**config.mk**
```make
export PLATFORM = sky130hd
export DESIGN_NAME = instruction_format_decoder
export DESIGN_NICKNAME = d
export VERILOG_FILES = /design/src/include/decode_pkg.sv /design/src/rtl/operand_address.sv /design/src/rtl/status_flag_bit.sv /design/src/rtl/instruction_format_decoder.sv
export SDC_FILE = /design/constraint.sdc
export NUM_CORES = 1
export LEC_CHECK = 0
export ABC_AREA = 1
export BUFFER_PORTS_ARGS = -buffer_cell sky130_fd_sc_hd__buf_2
export CAP_MARGIN = 20
export CORE_UTILIZATION = 45
export CTS_CLUSTER_DIAMETER = 80
export CTS_CLUSTER_SIZE = 10
export DETAILED_ROUTE_END_ITERATION = 10
export GPL_TIMING_DRIVEN = 0
export PLACE_DENSITY = 0.69
export SYNTH_ARGS = -nofsm -noshare
export SYNTH_HDL_FRONTEND = slang
export SYNTH_SLANG_ARGS = --single-unit
```
**constraint.sdc**
```tcl
create_clock -name core_clk_in -period 2.7 [get_ports core_clk_in]
set_input_delay 0.675 -clock core_clk_in [delete_from_list [all_inputs] [get_ports core_clk_in]]
set_output_delay 0.675 -clock core_clk_in [all_outputs]
set_load 0.01 [all_outputs]
```
**src/include/decode_pkg.sv**
```systemverilog
// package: constants, types and register map of the instruction decoder
package decode_pkg;
  localparam int WORD_W = 16;
  localparam int ADDR_W = 12;
  localparam int BANK_W = 4;
  localparam int FLAG_N = 5;

  // alu status flag positions
  localparam int FLAG_CARRY = 0;
  localparam int FLAG_DIGIT = 1;
  localparam int FLAG_ZERO = 2;
  localparam int FLAG_OVERFLOW = 3;
  localparam int FLAG_NEGATIVE = 4;

  // field positions inside the instruction word
  localparam int DEST_BIT = 9;
  localparam int ACCESS_BIT = 8;
  localparam int FAST_BIT = 8;
  localparam int BIT_IDX_LSB = 9;

  // opcode nibbles used for format classification
  localparam logic [3:0] TAG_SECOND = 4'hf;
  localparam logic [3:0] OP_MISC = 4'h0;
  localparam logic [3:0] OP_BYTE_LO = 4'h1;
  localparam logic [3:0] OP_BYTE_HI = 4'h6;
  localparam logic [3:0] OP_BIT_LO = 4'h7;
  localparam logic [3:0] OP_BIT_HI = 4'hb;
  localparam logic [3:0] OP_MOVE = 4'hc;
  localparam logic [3:0] OP_REL = 4'hd;
  localparam logic [3:0] OP_CTL = 4'he;
  localparam logic [3:0] SUB_JUMP = 4'hf;
  localparam logic [2:0] SUB_CALL = 3'h6;

  // banks reached through the access window
  localparam logic [3:0] ACCESS_LOW_BANK = 4'h0;
  localparam logic [3:0] ACCESS_HIGH_BANK = 4'hf;

  // apb register byte offsets
  localparam logic [11:0] OFS_CTRL = 12'h000;
  localparam logic [11:0] OFS_BANK = 12'h004;
  localparam logic [11:0] OFS_STATUS = 12'h008;
  localparam logic [11:0] OFS_LAST_WORD = 12'h00c;
  localparam logic [11:0] OFS_ORPHANS = 12'h010;
  localparam int CTRL_ENABLE_BIT = 0;

  // values after reset
  localparam logic CTRL_RST = 1'b1;
  localparam logic [3:0] BANK_RST = 4'h0;
  localparam logic [4:0] FLAGS_RST = 5'h00;
  localparam logic [15:0] ORPHAN_RST = 16'h0000;
  localparam logic [15:0] WORD_RST = 16'h0000;

  typedef enum logic [3:0] {
    fmt_nop, fmt_byte, fmt_bit, fmt_literal, fmt_move,
    fmt_jump, fmt_call, fmt_rel_branch, fmt_cond_branch, fmt_other
  } fmt_e;

  typedef enum logic {st_first, st_second} state_e;

  typedef struct packed {
    fmt_e fmt;
    logic write_working;
    logic write_file;
    logic bank_access;
    logic [11:0] file_addr;
    logic [2:0] bit_index;
    logic [7:0] literal;
    logic [11:0] src_addr;
    logic [11:0] dst_addr;
    logic [19:0] target;
    logic fast;
    logic [10:0] offset;
  } decode_s;
endpackage : decode_pkg

```
**src/rtl/operand_address.sv**
```systemverilog
// operand address former: access window or bank select register
`timescale 1ns/1ps
`default_nettype none
module operand_address #(
  parameter logic [7:0] SPLIT = 8'h80
) (
  input wire logic access_sel_in,
  input wire logic [7:0] file_byte_in,
  input wire logic [3:0] bank_in,
  output logic [11:0] addr_out
);
  // low window half maps to the bottom bank, upper half to the top bank
  wire logic [3:0] window_bank;
  assign window_bank = (file_byte_in < SPLIT) ? decode_pkg::ACCESS_LOW_BANK
                                              : decode_pkg::ACCESS_HIGH_BANK;
  assign addr_out = {access_sel_in ? bank_in : window_bank, file_byte_in};
endmodule : operand_address
`default_nettype wire

```
**src/rtl/status_flag_bit.sv**
```systemverilog
// one alu status flag with execute and software update paths
`timescale 1ns/1ps
`default_nettype none
module status_flag_bit #(
  parameter logic RST_VAL = 1'b0
) (
  input wire logic core_clk_in,
  input wire logic rst_b_in,
  input wire logic hw_we_in,
  input wire logic hw_val_in,
  input wire logic sw_we_in,
  input wire logic sw_val_in,
  output logic flag_out
);
  logic flag_q;
  always_ff @(posedge core_clk_in)
  begin
    if (!rst_b_in)
      flag_q <= RST_VAL;
    else if (hw_we_in)
      flag_q <= hw_val_in;
    else if (sw_we_in)
      flag_q <= sw_val_in;
  end
  assign flag_out = flag_q;
endmodule : status_flag_bit
`default_nettype wire

```
**src/rtl/instruction_format_decoder.sv**
```systemverilog
// instruction format decoder with apb register slave
//
// The APB slave port and the placing of the registers are this design's own decisions.
`timescale 1ns/1ps
`default_nettype none
module instruction_format_decoder #(
  parameter logic [7:0] ACCESS_SPLIT = 8'h80
) (
  input wire logic core_clk_in,
  input wire logic rst_b_in,
  input wire logic [11:0] paddr_in,
  input wire logic psel_in,
  input wire logic penable_in,
  input wire logic pwrite_in,
  input wire logic [31:0] pwdata_in,
  input wire logic [3:0] pstrb_in,
  output logic [31:0] prdata_out,
  output logic pready_out,
  output logic pslverr_out,
  input wire logic fetch_valid_in,
  input wire logic [15:0] fetch_word_in,
  input wire logic [4:0] flag_we_in,
  input wire logic [4:0] flag_val_in,
  output logic dec_valid_out,
  output decode_pkg::decode_s decoded_out,
  output logic [4:0] status_flags_out
);
  decode_pkg::state_e state_q;
  decode_pkg::fmt_e pend_fmt_q;
  decode_pkg::fmt_e first_fmt;
  decode_pkg::fmt_e out_fmt;
  decode_pkg::decode_s dec_d;
  decode_pkg::decode_s decoded_q;
  logic [15:0] pend_q;
  logic [15:0] last_word_q;
  logic [15:0] orphan_q;
  logic [3:0] bank_q;
  logic enable_q;
  logic dec_valid_q;
  logic pready_q;
  logic pslverr_q;
  logic [31:0] prdata_q;
  logic [4:0] flags;
  logic [11:0] formed_addr;

  // opcode classification of a word arriving as first word
  wire logic [3:0] top_nib;
  wire logic [3:0] sub_nib;
  wire logic is_second;
  wire logic is_move;
  wire logic is_bit;
  wire logic is_rel;
  wire logic is_call;
  wire logic is_jump;
  wire logic is_cond;
  wire logic is_lit;
  wire logic is_byte;
  wire logic needs_second;
  assign top_nib = fetch_word_in[15:12];
  assign sub_nib = fetch_word_in[11:8];
  assign is_second = top_nib == decode_pkg::TAG_SECOND;
  assign is_move = top_nib == decode_pkg::OP_MOVE;
  assign is_bit = top_nib >= decode_pkg::OP_BIT_LO &&
                  top_nib <= decode_pkg::OP_BIT_HI;
  assign is_rel = top_nib == decode_pkg::OP_REL;
  assign is_call = top_nib == decode_pkg::OP_CTL &&
                   sub_nib[3:1] == decode_pkg::SUB_CALL;
  assign is_jump = top_nib == decode_pkg::OP_CTL &&
                   sub_nib == decode_pkg::SUB_JUMP;
  assign is_cond = top_nib == decode_pkg::OP_CTL && !sub_nib[3];
  assign is_lit = top_nib == decode_pkg::OP_MISC && sub_nib[3];
  assign is_byte = (top_nib >= decode_pkg::OP_BYTE_LO &&
                    top_nib <= decode_pkg::OP_BYTE_HI) ||
                   (top_nib == decode_pkg::OP_MISC && !sub_nib[3] &&
                    sub_nib != 4'h0);
  assign needs_second = is_move | is_jump | is_call;

  assign first_fmt = is_second ? decode_pkg::fmt_nop :
                     is_move ? decode_pkg::fmt_move :
                     is_bit ? decode_pkg::fmt_bit :
                     is_rel ? decode_pkg::fmt_rel_branch :
                     is_call ? decode_pkg::fmt_call :
                     is_jump ? decode_pkg::fmt_jump :
                     is_cond ? decode_pkg::fmt_cond_branch :
                     is_lit ? decode_pkg::fmt_literal :
                     is_byte ? decode_pkg::fmt_byte :
                     decode_pkg::fmt_other;

  // fetch handshake and two-word sequencing terms
  wire logic take;
  wire logic in_second;
  wire logic second_bad;
  wire logic emit;
  wire logic orphan;
  wire logic [15:0] first_w;
  assign take = fetch_valid_in & enable_q;
  assign in_second = state_q == decode_pkg::st_second;
  // a pair whose second word lacks the tag is voided, not executed
  assign second_bad = in_second && !is_second;
  assign emit = take & (in_second | ~needs_second);
  assign orphan = take & ~in_second & is_second;
  assign first_w = in_second ? pend_q : fetch_word_in;
  assign out_fmt = !in_second ? first_fmt :
                   second_bad ? decode_pkg::fmt_nop : pend_fmt_q;

  operand_address #(
    .SPLIT(ACCESS_SPLIT)
  ) u_operand_address (
    .access_sel_in(first_w[decode_pkg::ACCESS_BIT]),
    .file_byte_in(first_w[7:0]),
    .bank_in(bank_q),
    .addr_out(formed_addr)
  );

  // field extraction; fields foreign to the format read as zero
  always_comb
  begin
    dec_d = '0;
    dec_d.fmt = out_fmt;
    if (out_fmt == decode_pkg::fmt_byte ||
        out_fmt == decode_pkg::fmt_bit)
    begin
      dec_d.bank_access = first_w[decode_pkg::ACCESS_BIT];
      dec_d.file_addr = formed_addr;
    end
    if (out_fmt == decode_pkg::fmt_byte)
    begin
      dec_d.write_file = first_w[decode_pkg::DEST_BIT];
      dec_d.write_working = !first_w[decode_pkg::DEST_BIT];
    end
    if (out_fmt == decode_pkg::fmt_bit)
      dec_d.bit_index = first_w[decode_pkg::BIT_IDX_LSB +: 3];
    if (out_fmt == decode_pkg::fmt_literal)
      dec_d.literal = first_w[7:0];
    if (out_fmt == decode_pkg::fmt_move)
    begin
      dec_d.src_addr = first_w[11:0];
      dec_d.dst_addr = fetch_word_in[11:0];
    end
    if (out_fmt == decode_pkg::fmt_jump || out_fmt == decode_pkg::fmt_call)
      dec_d.target = {fetch_word_in[11:0], first_w[7:0]};
    if (out_fmt == decode_pkg::fmt_call)
      dec_d.fast = first_w[decode_pkg::FAST_BIT];
    if (out_fmt == decode_pkg::fmt_rel_branch)
      dec_d.offset = first_w[10:0];
    if (out_fmt == decode_pkg::fmt_cond_branch)
      dec_d.offset = {{3{first_w[7]}}, first_w[7:0]};
  end

  // pair sequencer: holds the first word until its partner arrives
  always_ff @(posedge core_clk_in)
  begin
    if (!rst_b_in)
    begin
      state_q <= decode_pkg::st_first;
      pend_q <= decode_pkg::WORD_RST;
      pend_fmt_q <= decode_pkg::fmt_nop;
    end
    else if (take)
    begin
      unique case (state_q)
        decode_pkg::st_first:
        begin
          if (needs_second)
          begin
            state_q <= decode_pkg::st_second;
            pend_q <= fetch_word_in;
            pend_fmt_q <= first_fmt;
          end
        end
        decode_pkg::st_second:
          state_q <= decode_pkg::st_first;
      endcase
    end
  end

  // decoded record towards the execute datapath
  always_ff @(posedge core_clk_in)
  begin
    if (!rst_b_in)
    begin
      dec_valid_q <= 1'b0;
      decoded_q <= '0;
      last_word_q <= decode_pkg::WORD_RST;
    end
    else
    begin
      dec_valid_q <= emit;
      if (emit)
        decoded_q <= dec_d;
      if (emit)
        last_word_q <= first_w;
    end
  end

  // apb decode; one wait state so read data comes from a flop
  wire logic access;
  wire logic wr_en;
  wire logic hit_ctrl;
  wire logic hit_bank;
  wire logic hit_status;
  wire logic hit_last;
  wire logic hit_orph;
  wire logic mapped;
  wire logic [31:0] rd_data;
  assign access = psel_in & penable_in;
  assign wr_en = access & pready_q & pwrite_in & mapped;
  assign hit_ctrl = paddr_in == decode_pkg::OFS_CTRL;
  assign hit_bank = paddr_in == decode_pkg::OFS_BANK;
  assign hit_status = paddr_in == decode_pkg::OFS_STATUS;
  assign hit_last = paddr_in == decode_pkg::OFS_LAST_WORD;
  assign hit_orph = paddr_in == decode_pkg::OFS_ORPHANS;
  assign mapped = hit_ctrl | hit_bank | hit_status | hit_last | hit_orph;
  assign rd_data = hit_ctrl ? {31'h0, enable_q} :
                   hit_bank ? {28'h0, bank_q} :
                   hit_status ? {27'h0, flags} :
                   hit_last ? {16'h0, last_word_q} :
                   hit_orph ? {16'h0, orphan_q} : 32'h0;

  always_ff @(posedge core_clk_in)
  begin
    if (!rst_b_in)
    begin
      pready_q <= 1'b0;
      pslverr_q <= 1'b0;
      prdata_q <= 32'h0;
    end
    else
    begin
      pready_q <= access & ~pready_q;
      pslverr_q <= access & ~pready_q & ~mapped;
      if (access & ~pready_q)
        prdata_q <= pwrite_in ? 32'h0 : rd_data;
    end
  end

  // writable control state; orphan count cleared by any write to its register
  always_ff @(posedge core_clk_in)
  begin
    if (!rst_b_in)
    begin
      enable_q <= decode_pkg::CTRL_RST;
      bank_q <= decode_pkg::BANK_RST;
      orphan_q <= decode_pkg::ORPHAN_RST;
    end
    else
    begin
      if (wr_en && hit_ctrl && pstrb_in[0])
        enable_q <= pwdata_in[decode_pkg::CTRL_ENABLE_BIT];
      if (wr_en && hit_bank && pstrb_in[0])
        bank_q <= pwdata_in[3:0];
      // a new orphan in the clearing cycle still counts
      if (orphan)
        orphan_q <= (wr_en && hit_orph) ? 16'h0001 : orphan_q + 16'h0001;
      else if (wr_en && hit_orph)
        orphan_q <= decode_pkg::ORPHAN_RST;
    end
  end

  genvar gi;
  generate
    for (gi = 0; gi < decode_pkg::FLAG_N; gi++)
    begin : g_flag
      status_flag_bit #(
        .RST_VAL(decode_pkg::FLAGS_RST[gi])
      ) u_flag (
        .core_clk_in(core_clk_in),
        .rst_b_in(rst_b_in),
        .hw_we_in(flag_we_in[gi]),
        .hw_val_in(flag_val_in[gi]),
        .sw_we_in(wr_en & hit_status & pstrb_in[0]),
        .sw_val_in(pwdata_in[gi]),
        .flag_out(flags[gi])
      );
    end
  endgenerate

  assign prdata_out = prdata_q;
  assign pready_out = pready_q;
  assign pslverr_out = pslverr_q;
  assign dec_valid_out = dec_valid_q;
  assign decoded_out = decoded_q;
  assign status_flags_out = flags;

  wire logic one_word;
  wire logic pair_done;
  assign one_word = emit & ~in_second;
  assign pair_done = emit & in_second & ~second_bad;
endmodule : instruction_format_decoder
`default_nettype wire

```
==> results.json, run 1 <==
{
  "wl_mm": 21.0,
  "drv_cap": 0,
  "min_from": "pend_q[12]",
  "place_hpwl_mm": 15.8,
  "cts_tree": "done",
  "detail_route.vias_per_cell": 5.10,
  "rrSetupSlack_ns": 0.78,
  "hold_violations": 0,
  "clk_pin_slew_ns": 0.07,
  "crit_top_cell": "nand2_2",
  "post_cts_buffers": 0,
  "syn_inst": 967,
  "yosysMostFrequentCell": "nand2_1",
  "num_rows": 46,
  "initial_core_util_pct": 46.5,
  "post-route-period-util_pct": 74.9,
  "ys_seq_elements": 168,
  "setup_tns_ns": 0,
  "rr_worst_depth": 8,
  "h-tree-depth": 4,
  "place.gp.congestion": 0.872,
  "cp_max_fo": 9,
  "ir_worst_vdd_uv": 478,
  "initialDrtViolationCount": 422,
  "rsz0062_at_grt": "false",
  "antenna_cells": 0,
  "hp-class": "reg -> reg",
  "fill_cells": 1493,
  "die_y_um": 131,
  "synth.distinct_cells": 45,
  "postSynthAreaPerCell_um2": 7.72,
  "ys_seq_area_share_pct": 45.1,
  "worstMarginPinSlew_ns": 0.714,
  "stdcell_count": 1387,
  "critical_path_required_ns": 3.00,
  "whs_path_depth": 2,
  "die_area_mm2": 0.0171,
  "dp_cells": 1355,
  "r2r-start": "in_second",
  "async_flop_share_pct": 0,
  "arrival_ns": 2.33,
  "cts.root.buffer_cell": "clkbuf_16",
  "yosysTopAreaCell": "dfxtp_1",
  "cellLeakagePower_uw": 0.00419,
  "fin_crit_ns": 2.02,
  "slowest_delay_ns": 0.27,
  "grt_pass1_wl_mm": 32.9,
  "cp_slowest_cell": "nand2_2",
  "synth_edf_count": 0,
  "power-per-cell-area_mw_per_mm2": 619,
  "vias": 7070,
  "grt_max_degree": 17,
  "dr.pass1.iters": 5,
  "clock_latency_ns": 0.43,
  "setup_slack_ns": 0.678,
  "drcViolationCount": 0,
  "clk_path_buf_depth": 2,
  "core_mm2": 0.0161,
  "syn2layout_area_growth_pct": 23.3,
  "slew_viol_final": 0,
  "fp.dieW_um": 131,
  "layout-drive-gt1-share_pct": 27.8,
  "setup_viol": 0,
  "antenna_found_initial": 0,
  "numCtsBuffers": 17,
  "synthDominantCellAreaShare_pct": 45.1,
  "cts_sinks": 168,
  "grt_pass1_vias": 6359,
  "hold_end": "pend_q[12]",
  "netlist_area_mm2": 0.00746,
  "ant_nets": 0,
  "wire_per_inst_um": 15.2,
  "cts_hold_buf": 0,
  "worstSetupEndpointType": "register",
  "io_pins": 206,
  "finalClockSkew_ns": 0.0110,
  "ys_warn_count": 0,
  "ys.flop_type": "dfxtp_1",
  "port_buffers": 157,
  "path_class": "in -> reg",
  "status": "complete, no violations",
  "reg2reg_to": "decoded_out[48]",
  "startpoint_type": "primary input",
  "max-slew-margin-rel_pct": 51.9,
  "synthTopCellsByCount": "nand2_1 (205), dfxtp_1 (168), nand3_1 (100)",
  "dp_slack_ns": 0.274,
  "grtUsageTotal_pct": 25.1,
  "yosys-top-cells-area": "dfxtp_1 (45%), nand2_1 (10%), nand3_1 (6.7%), inv_1 (4.0%), o21ai_0 (4.0%)",
  "post_cts_resized": 0,
  "grt-ovfl-total": 0,
  "max_freq_ghz": 0.494,
  "final_nets": 1239,
  "path_cells": "buf_2 > inv_1 > nand2_2 > nor2_4 > nand2_2 > nor2_4 > nand2_2 > nand3_4 > nand3_1 > nand2_2 > nor3b_1"
}
## where the power goes
| group | switching [µW] | total [µW] | internal [µW] |
|---|---|---|---|
| combinational | 382 | 552 | 170 |
| sequential | 27.5 | 2560 | 2530 |
| clock | 1080 | 2580 | 1510 |
| total | 1480 | 5700 | 4210 |
## per-layer routing
layer  vias to the layer above  part of all wire (%)  GRT usage [%]  routed length [µm]
met5                         -                     0              0                   0
met4                         0                   1.3           6.02                 269
met3                        20                   6.1           5.21                1280
met2                       213                    47           41.8                9850
met1                      3280                    46           33.3                9650
li1                       3557                     -              -                   -
## flip-flops by register name, indices dropped and copies added (netlist names), 4 cells and up
register and count:
g_flag.u_flag.flag_out 5, pend_q 16, pend_fmt_q 4, orphan_q 16
last_word_q 16, bank_q 4, decoded_out 86, prdata_out 16
## worst max-delay path, delay by kind of cell
| family | cells | cell delay, ns |
|---|---|---|
| buf+inv | 2 | 0.14 |
| simple gates | 9 | 1.50 |
## kinds of logic (layout without fill, tap and decap cells)
family | count (synthesis) | in the layout | synth area share, %
muxes | 1 | 1 | 0.134
adders and majority gates | 1 | 1 | 0.168
AOI/OAI and AO/OA | 198 | 198 | 15.6
other | 1 | 16 | 0.0503
xor gates and xnor gates | 4 | 4 | 0.470
DFF | 168 | 168 | 45.1
buffers and inverters | 150 | 339 | 9.59
and+or+nand+nor | 444 | 444 | 28.9
## per-stage QoR
step	hold slack (ns)	utilization [%]	total power, µW	instance area [µm²]
2_1_floorplan	0.419	-	2960	7520
3_3_place_gp	0.430	53.4	3160	8570
3_5_place_dp	0.431	53.4	3160	8570
4_1_cts	0.441	57.3	5710	9200
5_1_grt	0.462	57.3	5870	9200
6_report	0.443	57.3	5700	9200
## final cells by class
class                   count  area (µm²)  share of cell area, %
well taps                 216         270                   2.94
clock inverters            14         185                   2.01
inverters                  89         335                   3.65
multi-input cells         664        3440                   37.4
plain buffers              61         380                   4.14
repair buffers            157         786                   8.54
flip-flops and latches    168        3360                   36.6
clock buffers              18         439                   4.77
## placed cells by master (no fill, tap or decap), types with 17 or more instances in the layout
cell type and count:
dfxtp_1 168, nand2_1 205, buf_4 21, inv_1 79, clkbuf_16 17, nand2_2 17, nand3_1 100, o21ai_1 37
o21ai_2 32, nor2_1 54, a21oi_1 48, buf_2 173, o21ai_0 59
## worst max-delay path by stage
stage,slack [ns],to,depth (start not counted),start
2_1_floorplan,0.75,orphan_q[2],10,paddr_in[0]
3_3_place_gp,0.29,orphan_q[2],11,paddr_in[0]
3_5_place_dp,0.27,orphan_q[4],11,paddr_in[0]
4_1_cts,0.73,orphan_q[4],11,paddr_in[0]
5_1_grt,0.52,orphan_q[1],9,paddr_in[7]
6_report,0.68,orphan_q[2],11,paddr_in[0]
Note: power is estimated with default switching activity, not from simulation.
==> inputs of run 2 (changes only) <==
--- a/config.mk
+++ b/config.mk
@@ -5,7 +5,7 @@
 export SDC_FILE = /design/constraint.sdc
 export NUM_CORES = 1
 export LEC_CHECK = 0
-export ABC_AREA = 1
+export ABC_AREA = 0
 export BUFFER_PORTS_ARGS = -buffer_cell sky130_fd_sc_hd__buf_2
 export CAP_MARGIN = 20
 export CORE_UTILIZATION = 45
@@ -13,7 +13,7 @@
 export CTS_CLUSTER_SIZE = 10
 export DETAILED_ROUTE_END_ITERATION = 10
 export GPL_TIMING_DRIVEN = 0
-export PLACE_DENSITY = 0.69
+export PLACE_DENSITY = 0.71
 export SYNTH_ARGS = -nofsm -noshare
 export SYNTH_HDL_FRONTEND = slang
 export SYNTH_SLANG_ARGS = --single-unit
==> constraint.sdc (replaced) <==
create_clock -name core_clk_in -period 2.1 [get_ports core_clk_in]
set_input_delay 0.525 -clock core_clk_in [delete_from_list [all_inputs] [get_ports core_clk_in]]
set_output_delay 0.525 -clock core_clk_in [all_outputs]
set_load 0.01 [all_outputs]
==> results.json, run 2 <==
{
  "dr.pass1.iters": 6,
  "yosysMostFrequentCell": "dfxtp_1",
  "antenna_found_initial": 0,
  "synth_compound_area_share_pct": 16.8,
  "grt-ovfl-total": 0,
  "cellLeakagePower_uw": 0.00382,
  "initialDrtViolationCount": 475,
  "drv_cap": 0,
  "largest_reg_flops": 86,
  "multi_input_area_mm2": 0.00320,
  "hp-class": "in -> reg",
  "synthSimpleGateAreaFrac_pct": 18.7,
  "finalPower_uw": 7120,
  "numCtsBuffers": 17,
  "clk_path_buf_depth": 2,
  "worstSetupEndpointType": "register",
  "grt_pass1_vias": 5209,
  "max_freq_ghz": 0.476,
  "power-per-cell-area_mw_per_mm2": 809,
  "grtUsageTotal_pct": 23.9,
  "cts_tree": "done",
  "synthXorXnorAreaFrac_pct": 1.71,
  "postLayoutCellArea_mm2": 0.00879,
  "hold_violations": 0,
  "fill_cells": 1251,
  "synth_top_family_by_area": "simple AND/OR/NAND/NOR gates",
  "port_buffers": 156,
  "final_cell_mix": "dfxtp_1 (167), buf_2 (163), nand2_1 (117), nor2_1 (56), o21ai_0 (52)",
  "finalClockSkew_ns": 0.0107,
  "violations": "setup timing",
  "num_rows": 44,
  "synth.distinct_cells": 57,
  "arrival_ns": 2.45,
  "drcViolationCount": 0,
  "place_hpwl_mm": 13.0,
  "ir_worst_vdd_uv": 609,
  "io_pins": 206,
  "detail_route.vias_per_cell": 5.30,
  "ys_seq_elements": 168,
  "postSynthAreaPerCell_um2": 9.05,
  "final_nets": 1021,
  "cts_hold_buf": 0,
  "die_y_um": 124,
  "cts.root.buffer_cell": "clkbuf_16",
  "path_class": "in -> reg",
  "yosysTopAreaCell": "dfxtp_1",
  "max-slew-margin-rel_pct": 55.6,
  "rsz0062_at_grt": "true",
  "placed_area_mm2": 0.00789,
  "syn_inst": 737,
  "core_mm2": 0.0145,
  "initial_core_util_pct": 46.0,
  "grt_max_degree": 17,
  "die_area_mm2": 0.0153,
  "fp.dieW_um": 124,
  "vias": 6028,
  "setup_viol": 1,
  "yosys-top-cells-area": "dfxtp_1 (50%), nand2_1 (6.9%), o21ai_0 (5.6%), mux2i_1 (4.5%), a22o_1 (3.7%)",
  "synthMuxAreaShare_pct": 6.19,
  "async_flop_share_pct": 0,
  "synthDominantCellAreaShare_pct": 50.5,
  "ys_seq_area_share_pct": 50.5,
  "wire_per_inst_um": 16.1,
  "antenna_cells": 0,
  "slew_viol_final": 0,
  "ant_nets": 0,
  "post-route-period-util_pct": 100,
  "cp_max_fo": 5,
  "cts_sinks": 168,
  "synth_adder_area_share_pct": 0.188,
  "clock_latency_ns": 0.43,
  "grt_pass1_wl_mm": 27.5,
  "stdcell_count": 1137,
  "place.gp.congestion": 0.887,
  "status": "complete, but fails checks",
  "ys_warn_count": 0,
  "fin_crit_ns": 2.10,
  "final_common_cell": "dfxtp_1",
  "wl_mm": 18.3,
  "critical_path_required_ns": 2.45,
  "syn2layout_area_growth_pct": 31.9,
  "ys.flop_type": "dfxtp_1",
  "layout-drive-gt1-share_pct": 32.8,
  "seqCellArea_mm2": 0.00336,
  "netlist_area_mm2": 0.00667,
  "worstMarginPinSlew_ns": 0.665,
  "dp_cells": 1092,
  "synth_edf_count": 0,
  "startpoint_type": "primary input",
  "synthTopCellsByCount": "dfxtp_1 (168), nand2_1 (123), o21ai_0 (75)",
  "clk_pin_slew_ns": 0.06,
  "setup_slack_ns": -0.000301,
  "h-tree-depth": 4
}
[run 2: cell count changes after synthesis, moves of 10 or more]
cell,before,now
nand3_1,100,12
a22o_1,0,28
mux2i_1,1,30
nand2b_1,0,10
o21ai_0,59,75
o22ai_1,11,0
nand2_2,17,0
nand2_1,205,123
mux2_2,0,10
o21ai_1,37,1
inv_1,79,14
a21oi_1,48,22
a22oi_1,0,15
o21ai_2,32,0
[run 2: report_power, final]
group	internal (µW)	switching [µW]	leakage (µW)
registers	3260	49.1	0.00136
clock network	1810	1350	0.000287
logic	256	395	0.00217
total	5330	1790	0.00382
[run 2: repair_timing]
action / in CTS / in global routing
setup buffers: 3 / 11
setup endpoints to repair: 134 / 130
pin swaps: 9 / 9
resized for setup: 28 / 29
gates cloned: 1 / 0
[run 2: worst max-delay path: stages]
cell	delay, ns
buf_6	0.09
or4_4	0.52
or4_4	0.57
nor2_4	0.12
a21oi_2	0.03
or4_1	0.46
a21oi_1	0.12
[run 2: routing by layer]
metal,routed length (µm),up-vias,track usage [%]
met5,0,-,0
met4,472,0,9.56
met3,986,33,5.27
met2,8640,190,37.3
met1,8210,2840,31.9
li1,-,2965,-
[run 2: cells by family after synthesis]
family | after synthesis
other | 1
XOR/XNOR | 13
multiplexers | 40
AO/OA/AOI/OAI | 174
AND/OR/NAND/NOR | 266
flip-flops | 168
adder cells (fa/ha/maj) | 1
buffers and inverters | 74
[run 2: cell type report]
class | instances | share of cell area, %
clock buffer | 18 | 5.00
multi-input combinational | 510 | 36.4
inverter | 14 | 0.598
buffer | 58 | 4.84
timing repair buffer | 171 | 10.4
clock inverter | 14 | 1.85
sequential | 168 | 38.3
tap | 184 | 2.62
[run 2: final timing paths]
check	start	to	slack (ns)	depth (start not counted)
max	paddr_in[10]	prdata_out[4]	-0.0003	7
min reg2reg	decoded_out[58]	decoded_out[58]	0.44	2
min	pwrite_in	prdata_out[0]	0.34	2
max reg2reg	in_second	decoded_out[18]	0.11	5
[run 2: stage by stage]
| step | worst slack (ns) | setup TNS, ns | hold slack, ns | utilization, % |
|---|---|---|---|---|
| detailed placement | -0.883 | -78.82 | 0.438 | 54.5 |
| global route | -0.0661 | -0.229 | 0.336 | 60.7 |
| global placement | -0.903 | -76.51 | 0.428 | 54.5 |
| CTS | -0.0554 | -0.273 | 0.329 | 59.4 |
| finish | -0.000301 | -0.000301 | 0.341 | 60.7 |
| floorplan | -0.365 | -11.68 | 0.415 | - |
